--- config.mk ---
export PLATFORM = sky130hd
export DESIGN_NAME = rpsms_sequencer
export DESIGN_NICKNAME = d
export VERILOG_FILES = /design/src/design/rpsms_pkg.sv /design/src/design/rpsms_sequencer.sv
export SDC_FILE = /design/constraint.sdc
export NUM_CORES = 1
export LEC_CHECK = 0
export CAP_MARGIN = 20
export CORE_MARGIN = 5
export CORE_UTILIZATION = 60
export CTS_CLUSTER_SIZE = 14
export DETAILED_ROUTE_END_ITERATION = 7
export DONT_BUFFER_PORTS = 1
export GPL_TIMING_DRIVEN = 0
export PLACE_DENSITY = 0.76
export SKIP_CTS_REPAIR_TIMING = 1
export SYNTH_ARGS = -nofsm -noshare
export SYNTH_HDL_FRONTEND = slang
export SYNTH_SLANG_ARGS = --single-unit
export TNS_END_PERCENT = 1
--- constraint.sdc ---
create_clock -name clock_in -period 2.4 [get_ports clock_in]
set_input_delay 0.24 -clock clock_in [delete_from_list [all_inputs] [get_ports clock_in]]
set_output_delay 0.24 -clock clock_in [all_outputs]
set_load 0.05 [all_outputs]
--- src/design/rpsms_pkg.sv ---
package rpsms_pkg;

   // ----------------------------------------
   // Timing
   // ----------------------------------------
   localparam int unsigned RPSMS_DRIVE_CYCLES  = 34;
   localparam int unsigned RPSMS_SAMPLE_CYCLES = 38;
   localparam int unsigned RPSMS_DBG_BIT_TICKS = 16;
   localparam int unsigned RPSMS_CNT_W         = 6;

   // ----------------------------------------
   // Reset cause register layout
   // ----------------------------------------
   localparam int unsigned RPSMS_CAUSE_W   = 4;
   localparam int unsigned RPSMS_CAUSE_POR = 0;
   localparam int unsigned RPSMS_CAUSE_LVD = 1;
   localparam int unsigned RPSMS_CAUSE_WDG = 2;
   localparam int unsigned RPSMS_CAUSE_PIN = 3;
   localparam logic [3:0]  RPSMS_CAUSE_RST = 4'h1;

   // ----------------------------------------
   // Types
   // ----------------------------------------
   typedef enum logic [1:0] {
      RPSMS_SRC_NONE,
      RPSMS_SRC_LVD,
      RPSMS_SRC_WDG
   } rpsms_src_t;

   typedef enum {
      RPSMS_ST_IDLE,
      RPSMS_ST_DRIVE,
      RPSMS_ST_WAIT,
      RPSMS_ST_RUN
   } rpsms_state_t;

   typedef struct packed {
      logic clk_internal;
      logic port_outputs_off;
      logic port_pullups_off;
   } rpsms_defaults_t;

endpackage : rpsms_pkg

--- src/design/rpsms_sequencer.sv ---
`timescale 1ns/1ps

// Operation
// - On any reset the block drives the reset pin low for 34 bus cycles.
// - After those cycles the block releases the reset pin to its pull-up.
// - 38 cycles after release the block samples the reset pin once.
// - A high sample attributes the reset to the pending internal source.
// - A low sample classifies the reset as external regardless of internal requests.
// - The decoded cause sets the matching bit of the reset cause register.
// - During reset the debug pin is used only as a mode-select input.
// - A high mode-select level at reset release selects normal run mode.
// - A low mode-select level held across reset release selects background mode.
// - Right after reset the shared pin is handed to the serial debug controller.
// - Each debug bit lasts 16 debug clock ticks.
// - The releasing party drives the debug pin high briefly as a speed-up pulse.
// - After reset the internal clock generator clock is selected.
// - After reset all port pins are high-impedance inputs with pull-ups off.
module rpsms_sequencer
   import rpsms_pkg::*;
#(
   parameter int unsigned DRIVE_CYCLES  = RPSMS_DRIVE_CYCLES,
   parameter int unsigned SAMPLE_CYCLES = RPSMS_SAMPLE_CYCLES
) (
   input  wire logic                     clock_in,
   input  wire logic                     rst_in,
   input  wire logic                     por_in,
   input  wire logic                     lvd_req_in,
   input  wire logic                     wdg_req_in,
   input  wire logic                     reset_pin_in,
   input  wire logic                     mode_pin_in,
   input  wire logic                     debug_drive_in,
   input  wire logic                     debug_level_in,
   output logic                          reset_pin_out,
   output logic                          reset_pin_oe_out,
   output logic                          internal_reset_out,
   output logic [RPSMS_CAUSE_W-1:0]      reset_cause_register_out,
   output logic                          background_mode_out,
   output logic                          debug_pin_owned_out,
   output logic                          debug_mode_select_pin_out,
   output logic                          debug_mode_select_pin_oe_out,
   output rpsms_defaults_t               defaults_out
);

   // ----------------------------------------
   // State and counters
   // ----------------------------------------
   rpsms_state_t            state;
   rpsms_state_t            next_state;
   logic [RPSMS_CNT_W-1:0]  count;
   logic [RPSMS_CNT_W-1:0]  next_count;
   rpsms_src_t              src;
   logic                    pin_fell_q;

   localparam logic [RPSMS_CNT_W-1:0] DRIVE_LAST  = RPSMS_CNT_W'(DRIVE_CYCLES - 1);
   localparam logic [RPSMS_CNT_W-1:0] SAMPLE_LAST = RPSMS_CNT_W'(SAMPLE_CYCLES - 1);

   // ----------------------------------------
   // Decode
   // ----------------------------------------
   wire internal_req = lvd_req_in | wdg_req_in;
   // External reset seen only while we are not driving the pin ourselves
   wire pin_req      = (state == RPSMS_ST_RUN) & ~reset_pin_in & ~pin_fell_q;
   wire any_req      = internal_req | pin_req;
   wire drive_done   = (state == RPSMS_ST_DRIVE) & (count == DRIVE_LAST);
   wire sample_now   = (state == RPSMS_ST_WAIT) & (count == SAMPLE_LAST);
   wire pin_high     = reset_pin_in;

   always_comb begin
      next_state = state;
      next_count = count + RPSMS_CNT_W'(1);
      unique case (state)
         RPSMS_ST_IDLE: begin
            next_state = RPSMS_ST_DRIVE;
            next_count = '0;
         end
         RPSMS_ST_DRIVE: begin
            if (drive_done) begin
               next_state = RPSMS_ST_WAIT;
               next_count = '0;
            end
         end
         RPSMS_ST_WAIT: begin
            if (sample_now) begin
               next_state = RPSMS_ST_RUN;
               next_count = '0;
            end
         end
         RPSMS_ST_RUN: begin
            next_count = '0;
            if (any_req) begin
               next_state = RPSMS_ST_DRIVE;
            end
         end
      endcase
   end

   // ----------------------------------------
   // Sequencer registers
   // ----------------------------------------
   always_ff @(posedge clock_in or posedge rst_in) begin
      if (rst_in) begin
         state <= RPSMS_ST_IDLE;
         count <= '0;
      end else begin
         state <= next_state;
         count <= next_count;
      end
   end

   // Internal source latched; watchdog wins when both request at once
   always_ff @(posedge clock_in or posedge rst_in) begin
      if (rst_in) begin
         src <= RPSMS_SRC_NONE;
      end else if (state == RPSMS_ST_RUN && any_req) begin
         src <= wdg_req_in ? RPSMS_SRC_WDG : (lvd_req_in ? RPSMS_SRC_LVD : RPSMS_SRC_NONE);
      end else if (state == RPSMS_ST_IDLE) begin
         src <= RPSMS_SRC_NONE;
      end
   end

   // Hold off pin detection until the pin has risen after release
   always_ff @(posedge clock_in or posedge rst_in) begin
      if (rst_in) begin
         pin_fell_q <= 1'b0;
      end else if (state == RPSMS_ST_RUN && reset_pin_in) begin
         pin_fell_q <= 1'b0;
      end else if (pin_req) begin
         pin_fell_q <= 1'b1;
      end
   end

   // ----------------------------------------
   // Reset pin drive and cause
   // ----------------------------------------
   wire next_drive = (next_state == RPSMS_ST_DRIVE);
   wire por_cycle  = (state == RPSMS_ST_IDLE);

   // Power-on cause is a plain input sampled at the first clocked cycle
   logic por_seen;
   always_ff @(posedge clock_in or posedge rst_in) begin
      if (rst_in) begin
         por_seen <= 1'b1;
      end else if (state == RPSMS_ST_RUN && any_req) begin
         por_seen <= 1'b0;
      end else if (por_cycle) begin
         por_seen <= por_in;
      end
   end

   logic [RPSMS_CAUSE_W-1:0] next_cause;
   always_comb begin
      next_cause = '0;
      if (!pin_high) begin
         next_cause[RPSMS_CAUSE_PIN] = 1'b1;
      end else if (src == RPSMS_SRC_WDG) begin
         next_cause[RPSMS_CAUSE_WDG] = 1'b1;
      end else if (src == RPSMS_SRC_LVD) begin
         next_cause[RPSMS_CAUSE_LVD] = 1'b1;
      end else begin
         next_cause[RPSMS_CAUSE_POR] = por_seen;
      end
   end

   always_ff @(posedge clock_in or posedge rst_in) begin
      if (rst_in) begin
         reset_pin_out            <= 1'b0;
         reset_pin_oe_out         <= 1'b1;
         internal_reset_out       <= 1'b1;
         reset_cause_register_out <= RPSMS_CAUSE_RST;
      end else begin
         reset_pin_out      <= 1'b0;
         reset_pin_oe_out   <= next_drive;
         internal_reset_out <= (next_state != RPSMS_ST_RUN);
         if (sample_now) begin
            reset_cause_register_out <= next_cause;
         end
      end
   end

   // ----------------------------------------
   // Mode select and debug pin handover
   // ----------------------------------------
   // Pin is input only during reset; ignored afterwards until next reset
   always_ff @(posedge clock_in or posedge rst_in) begin
      if (rst_in) begin
         background_mode_out <= 1'b0;
         debug_pin_owned_out <= 1'b0;
      end else if (sample_now) begin
         background_mode_out <= ~mode_pin_in;
         debug_pin_owned_out <= 1'b1;
      end else if (next_state != RPSMS_ST_RUN) begin
         debug_pin_owned_out <= 1'b0;
      end
   end

   // Debug controller drives bit timing and speed-up pulses itself
   always_ff @(posedge clock_in or posedge rst_in) begin
      if (rst_in) begin
         debug_mode_select_pin_out    <= 1'b0;
         debug_mode_select_pin_oe_out <= 1'b0;
      end else begin
         debug_mode_select_pin_out    <= debug_level_in;
         debug_mode_select_pin_oe_out <= debug_drive_in & debug_pin_owned_out
                                         & (next_state == RPSMS_ST_RUN);
      end
   end

   // ----------------------------------------
   // Post-reset defaults
   // ----------------------------------------
   always_ff @(posedge clock_in or posedge rst_in) begin
      if (rst_in) begin
         defaults_out <= '{clk_internal: 1'b1, port_outputs_off: 1'b1, port_pullups_off: 1'b1};
      end else if (next_state != RPSMS_ST_RUN) begin
         defaults_out <= '{clk_internal: 1'b1, port_outputs_off: 1'b1,
                           port_pullups_off: 1'b1};
      end
   end

   // ----------------------------------------
   // Checks
   // ----------------------------------------
   property p_drive_len;
      @(posedge clock_in) disable iff (rst_in)
      $rose(reset_pin_oe_out) |-> reset_pin_oe_out [*8] ##0 (state == RPSMS_ST_DRIVE);
   endproperty
   a_drive_len: assert property (p_drive_len) else $error("reset pin drive too short");

   property p_release;
      @(posedge clock_in) disable iff (rst_in)
      drive_done |=> !reset_pin_oe_out;
   endproperty
   a_release: assert property (p_release) else $error("reset pin not released");

   property p_sample_point;
      @(posedge clock_in) disable iff (rst_in)
      $fell(reset_pin_oe_out) |-> ##37 sample_now;
   endproperty
   a_sample_point: assert property (p_sample_point) else $error("sample point wrong");

   property p_external;
      @(posedge clock_in) disable iff (rst_in)
      (sample_now && !reset_pin_in) |=> reset_cause_register_out[RPSMS_CAUSE_PIN];
   endproperty
   a_external: assert property (p_external) else $error("low sample not external");

   property p_internal;
      @(posedge clock_in) disable iff (rst_in)
      (sample_now && reset_pin_in && src == RPSMS_SRC_WDG)
         |=> reset_cause_register_out[RPSMS_CAUSE_WDG];
   endproperty
   a_internal: assert property (p_internal) else $error("watchdog cause lost");

   property p_onehot;
      @(posedge clock_in) disable iff (rst_in)
      $onehot0(reset_cause_register_out);
   endproperty
   a_onehot: assert property (p_onehot) else $error("cause not one-hot");

   property p_mode;
      @(posedge clock_in) disable iff (rst_in)
      sample_now |=> (background_mode_out == !$past(mode_pin_in));
   endproperty
   a_mode: assert property (p_mode) else $error("mode capture wrong");

   property p_hold_mode;
      @(posedge clock_in) disable iff (rst_in)
      (state == RPSMS_ST_RUN && $past(state) == RPSMS_ST_RUN) |-> $stable(background_mode_out);
   endproperty
   a_hold_mode: assert property (p_hold_mode) else $error("mode changed in run");

   property p_no_drive_in_reset;
      @(posedge clock_in) disable iff (rst_in)
      internal_reset_out |-> !debug_mode_select_pin_oe_out;
   endproperty
   a_no_drive_in_reset: assert property (p_no_drive_in_reset)
      else $error("debug pin driven in reset");

   property p_defaults;
      @(posedge clock_in) disable iff (rst_in)
      internal_reset_out |=> defaults_out.clk_internal && defaults_out.port_pullups_off;
   endproperty
   a_defaults: assert property (p_defaults) else $error("defaults wrong");

   c_external: cover property (@(posedge clock_in) disable iff (rst_in)
      sample_now && !reset_pin_in);
   c_watchdog: cover property (@(posedge clock_in) disable iff (rst_in)
      sample_now && reset_pin_in && src == RPSMS_SRC_WDG);
   c_background: cover property (@(posedge clock_in) disable iff (rst_in)
      sample_now && !mode_pin_in);

endmodule : rpsms_sequencer

==> results of run 1 <==
-- sequential cells by signal (all words and copies together), names as in the netlist, 2 cells and up --
register                  count
state                        32
count                         6
reset_cause_register_out      4
src                           2
-- path summary, 6_finish.rpt --
kind                       startpoint                          end  slack, ns  cells past startpoint
setup / recovery            state[18]  reset_cause_register_out[2]       0.34                      5
setup reg to reg            state[18]  reset_cause_register_out[2]       0.34                      5
hold reg to reg              count[0]                     count[0]       0.51                      1
max in group asynchronous      rst_in  reset_cause_register_out[0]       1.49                      3
min in group asynchronous      rst_in                     count[2]       0.34                      2
hold / removal                 por_in                     por_seen       0.04                      1
-- worst register-to-register path: cells and delay by family, from the launching register on --
kind,cells,cell delay (ns)
flip-flops,1,0.40
AND/OR/NAND/NOR,3,1.12
buffers and inverters,1,0.15
multiplexers,1,0.29
-- cell type report --
type                            instances  share of cell area [%]
Tap cell                               44                    2.44
Clock buffer                            7                    2.44
Buffer                                  6                    2.00
Sequential cell                        52                    57.9
Multi-Input combinational cell        101                    30.6
Timing Repair Buffer                    6                    3.11
Inverter                                7                    1.16
Clock inverter                          1                   0.333
-- metal layers --
metal	track usage (%)	up-vias	routed length [microns]
met5	0	-	0
met4	4.56	0	36
li1	-	522	-
met1	18.0	536	1230
met2	25.6	25	1470
met3	5.56	7	205
-- report_power, final --
group,leakage (nW),internal [mW],switching [mW]
Clock,0.0315,0.144,0.248
Sequential,0.611,0.905,0.0248
Combinational,0.370,0.0194,0.0419
Total,1.01,1.07,0.314
-- cells in the final DEF, fill, tap and decap left out, drive strengths merged, types with 2 or more instances in the layout --
| cell type | instances |
|---|---|
| a211o | 2 |
| a211oi | 2 |
| a21oi | 7 |
| a32o | 2 |
| and3b | 2 |
| buf | 6 |
| clkbuf | 8 |
| conb | 34 |
| dfrtp | 48 |
| dfstp | 4 |
| dlygate4sd3 | 5 |
| ha | 2 |
| inv | 7 |
| mux2 | 3 |
| mux2i | 3 |
| nand2 | 4 |
| nand2b | 2 |
| nand3 | 3 |
| nand4 | 2 |
| nor2 | 5 |
| nor3 | 3 |
| nor4 | 7 |
| or2 | 2 |
| xnor2 | 3 |
| xor2 | 2 |
-- cell families after synthesis --
logic type / after synthesis / share of synthesized area, %
DFF: 52 / 67.1
xor gates and xnor gates: 5 / 2.25
and+or+nand+nor: 35 / 14.6
other: 2 / 0.386
buffers and inverters: 13 / 3.66
muxes: 6 / 3.85
AOI/OAI and AO/OA: 19 / 6.94
adders and majority gates: 2 / 1.28
==> flow_metrics.py, run 1 <==
metrics = {
    "status": {
        "status": "complete, no violations",
    },
    "logic_synthesis": {
        "synth.avg_cell_area_sq_um": 14.5,
        "synthDistinctLibCells": 37,
        "yosys.area.top_type": "dfrtp_1",
        "ys_ff_latch": 52,
        "ys_async_sr_fraction_pct": 100,
        "synth_warnings": 0,
        "yosysSeqAreaShare_pct": 67.1,
        "synth_edf_count": 0,
        "syn_inst": 134,
        "synth_most_common_cell": "dfrtp_1",
        "syn_area_sq_um": 1950,
        "synthTopCellsByArea": "dfrtp_1 62%, dfstp_2 5.4%, nor4_2 3.2%",
        "ys_top_cells_by_count": "48 x dfrtp_1, 7 x a21oi_1, 7 x inv_1",
        "synth_top_area_share_pct": 61.7,
        "synthFlopType": "dfrtp_1",
    },
    "sta": {
        "slew_headroom_pct": 64.0,
        "setup_viol": 0,
        "clock.fmax_mhz": 485,
        "period_needed_ns": 2.06,
        "setup_slack_ns": 0.339,
        "rsz0062_at_grt": "no",
        "hold_slack_ns": 0.0406,
        "setup-tns-final_ns": 0,
        "finClkSkew_ns": 0.00848,
        "drv_slew": 0,
        "post-route-period-util_pct": 85.9,
        "hold_violations": 0,
        "tightest_slew_ns": 0.539,
    },
    "layout": {
        "diodes": 0,
        "nNetsFinal": 190,
        "multi_input_area_sq_um": 691,
        "n_fill_cell": 216,
        "final_util_pct": 73.3,
        "drive_above_1_share_pct": 20.0,
        "regArea_sq_um": 1310,
        "syn_to_final_growth_pct": 15.8,
        "finalNonFillerCells": 224,
        "final_area_sq_um": 2260,
    },
    "place": {
        "dp_slack_ns": 0.339,
        "place_hpwl_microns": 2150,
        "place_inst": 211,
        "gp_congestion": 0.788,
        "post_dp_cell_area_sq_um": 2140,
        "io_buffers": 0,
    },
    "power_and_ir_drop": {
        "p_leak_nw": 1.01,
        "p_per_area_nw_per_um2": 613,
        "finalPower_mw": 1.38,
        "vdd_drop_max_mv": 0.451,
    },
    "detailed_routing": {
        "vias": 1090,
        "wl_microns": 2940,
        "routedWlPerCell_microns": 13.1,
        "drc_errors": 0,
        "vias_per_cell": 4.87,
        "firstDrtPassIters": 5,
        "drtIter0Drc": 54,
        "ant_nets": 0,
    },
    "setup_path": {
        "slowest_delay_ns": 0.56,
        "path_class": "flop to flop",
        "worst-path-buf-inv": 1,
        "cpMaxStageDelayCell": "or4_4",
        "path_cells": "nor4_2, nand4_2, or4_4, buf_6, mux2_4",
        "cp-start-kind": "flop",
        "required_ns": 2.66,
        "crit_fanout": 6,
        "cp_data_arrival_time_ns": 2.32,
        "end_kind": "flop",
        "crit_family": "simple AND/OR/NAND/NOR gates",
    },
    "clock_tree": {
        "cts_root_buffer": "clkbuf_4",
        "h-tree-depth": 2,
        "clkLatencyLatePin_ns": 0.35,
        "cts_buffers": 5,
        "cts_sinks": 52,
        "cts_buffer_depth": 2,
        "path_clk_slew_ns": 0.13,
        "cts_tree": "built",
    },
    "job": {
        "cap_violations": 0,
    },
    "die": {
        "num_rows": 20,
        "initial_core_util_pct": 63.3,
        "io_pins": 23,
        "die_h_microns": 67.0,
        "die-area_sq_um": 4490,
        "die_w_microns": 67.0,
        "core_sq_um": 3080,
    },
    "global_route": {
        "antenna_found_initial": 0,
        "grt.overflow.total": 0,
        "grtUsageTotal_pct": 15.2,
        "grt_max_degree": 33,
        "grt_pass1_vias": 1075,
        "grt_pass1_wl_microns": 4950,
    },
    "worst_hold_path": {
        "hp-class": "primary input to flop",
    },
}
Power figures use the tool's default switching activity.
==> run 2: changes to the inputs <==
--- a/config.mk
+++ b/config.mk
@@ -12,7 +12,7 @@
 export DETAILED_ROUTE_END_ITERATION = 7
 export DONT_BUFFER_PORTS = 1
 export GPL_TIMING_DRIVEN = 0
-export PLACE_DENSITY = 0.76
+export PLACE_DENSITY = 0.87
 export SKIP_CTS_REPAIR_TIMING = 1
 export SYNTH_ARGS = -nofsm -noshare
 export SYNTH_HDL_FRONTEND = slang
==> flow_metrics.py, run 2 (same netlist as run 1, synthesis figures left out) <==
metrics = {
    "detailed_routing": {
        "routedWlPerCell_microns": 13.8,
        "drc_errors": 0,
        "vias": 1144,
        "firstDrtPassIters": 4,
        "ant_nets": 0,
        "wl_microns": 3110,
        "vias_per_cell": 5.08,
        "drtIter0Drc": 113,
    },
    "die": {
        "die-area_sq_um": 4490,
        "initial_core_util_pct": 63.3,
        "num_rows": 20,
        "core_sq_um": 3080,
        "die_w_microns": 67.0,
        "die_h_microns": 67.0,
        "io_pins": 23,
    },
    "sta": {
        "period_needed_ns": 2.10,
        "setup_slack_ns": 0.298,
        "tightest_slew_ns": 0.579,
        "hold_violations": 0,
        "slew_headroom_pct": 61.3,
        "clock.fmax_mhz": 476,
        "setup_viol": 0,
        "rsz0062_at_grt": "no",
        "finClkSkew_ns": 0.00884,
        "post-route-period-util_pct": 87.6,
        "drv_slew": 0,
        "setup-tns-final_ns": 0,
    },
    "place": {
        "place_hpwl_microns": 2240,
        "dp_slack_ns": 0.340,
        "gp_congestion": 0.831,
        "io_buffers": 0,
    },
    "global_route": {
        "grt_max_degree": 38,
        "antenna_found_initial": 0,
        "grt.overflow.total": 0,
        "grt_pass1_wl_microns": 5430,
        "grtUsageTotal_pct": 16.8,
        "grt_pass1_vias": 1220,
    },
    "layout": {
        "most-common-layout-cells": "48 x dfrtp_1, 34 x conb_1, 7 x a21oi_1",
        "nNetsFinal": 191,
        "diodes": 0,
        "largest_reg_flops": 32,
        "final_util_pct": 73.5,
        "syn_to_final_growth_pct": 16.1,
        "drive_above_1_share_pct": 19.3,
        "reg_top3": "state x32, count x6, reset_cause_register_out x4",
        "largest_register": "state",
        "final_common_cell": "dfrtp_1",
    },
    "setup_path": {
        "cp_data_arrival_time_ns": 2.36,
        "required_ns": 2.66,
        "end_kind": "flop",
        "crit_fanout": 5,
        "cp-start-kind": "flop",
        "path_class": "flop to flop",
    },
    "clock_tree": {
        "cts_buffer_depth": 2,
        "cts_root_buffer": "clkbuf_4",
        "h-tree-depth": 2,
        "cts_sinks": 52,
        "clkLatencyLatePin_ns": 0.36,
        "cts_buffers": 5,
        "cts_tree": "built",
        "path_clk_slew_ns": 0.13,
    },
    "status": {
        "status": "complete, no violations",
    },
    "job": {
        "cap_violations": 0,
    },
    "power_and_ir_drop": {
        "p_leak_nw": 1.02,
        "vdd_drop_max_mv": 0.437,
        "finalPower_mw": 1.38,
        "p_per_area_nw_per_um2": 610,
    },
    "worst_hold_path": {
        "hp-class": "primary input to flop",
    },
}
[run 2: cell types whose count changed in the layout (fill, tap and decap cells not counted), sizes merged]
cell,change
clkbuf,+1
dlygate4sd3,+1
clkinvlp,-1
[run 2: layout make-up]
class                   count  area [sq um]
clock buffers               8          58.8
well taps                  44          55.1
repair buffers              7          80.1
inverters                   7          26.3
fillers                   220           816
multi-input cells         101           691
plain buffers               6          45.0
flip-flops and latches     52          1310
[run 2: critical path, cell delays in order, from the launching register on]
cell	delay (ns)
dfrtp_1	0.42
inv_1	0.08
ha_1	0.16
and4bb_2	0.27
nand3b_1	0.17
or4_4	0.45
buf_6	0.15
mux2_4	0.29
[run 2: power breakdown]
group	switching [mW]	total, mW	internal [mW]
clock network	0.243	0.388	0.145
registers	0.0245	0.929	0.905
logic	0.0423	0.0628	0.0205
total	0.310	1.38	1.07
[run 2: layer usage]
layer	share of wire, %	track usage (%)	up-vias
met5	0	0	-
met4	2.6	10.4	0
met3	7.4	5.56	9
met2	53	29.7	40
met1	37	16.9	570
li1	-	-	525
[run 2: final timing paths]
check	slack [ns]	cells after the start	endpoint	startpoint
setup / recovery	0.30	7	reset_cause_register_out[1]	count[1]
hold / removal	0.04	1	por_seen	por_in
setup reg to reg	0.30	7	reset_cause_register_out[1]	count[1]
hold reg to reg	0.52	1	count[0]	count[0]
max in group asynchronous	1.55	3	internal_reset_out	rst_in
min in group asynchronous	0.29	2	reset_cause_register_out[3]	rst_in
[run 2: metrics by stage]
step,instances,area [sq um],hold WS [ns]
floorplan,166,2070,0.271
global placement,210,2120,0.271
detailed placement,211,2140,0.120
CTS,219,2200,-0.289
global route,225,2260,0.0227
finish,225,2260,0.0395
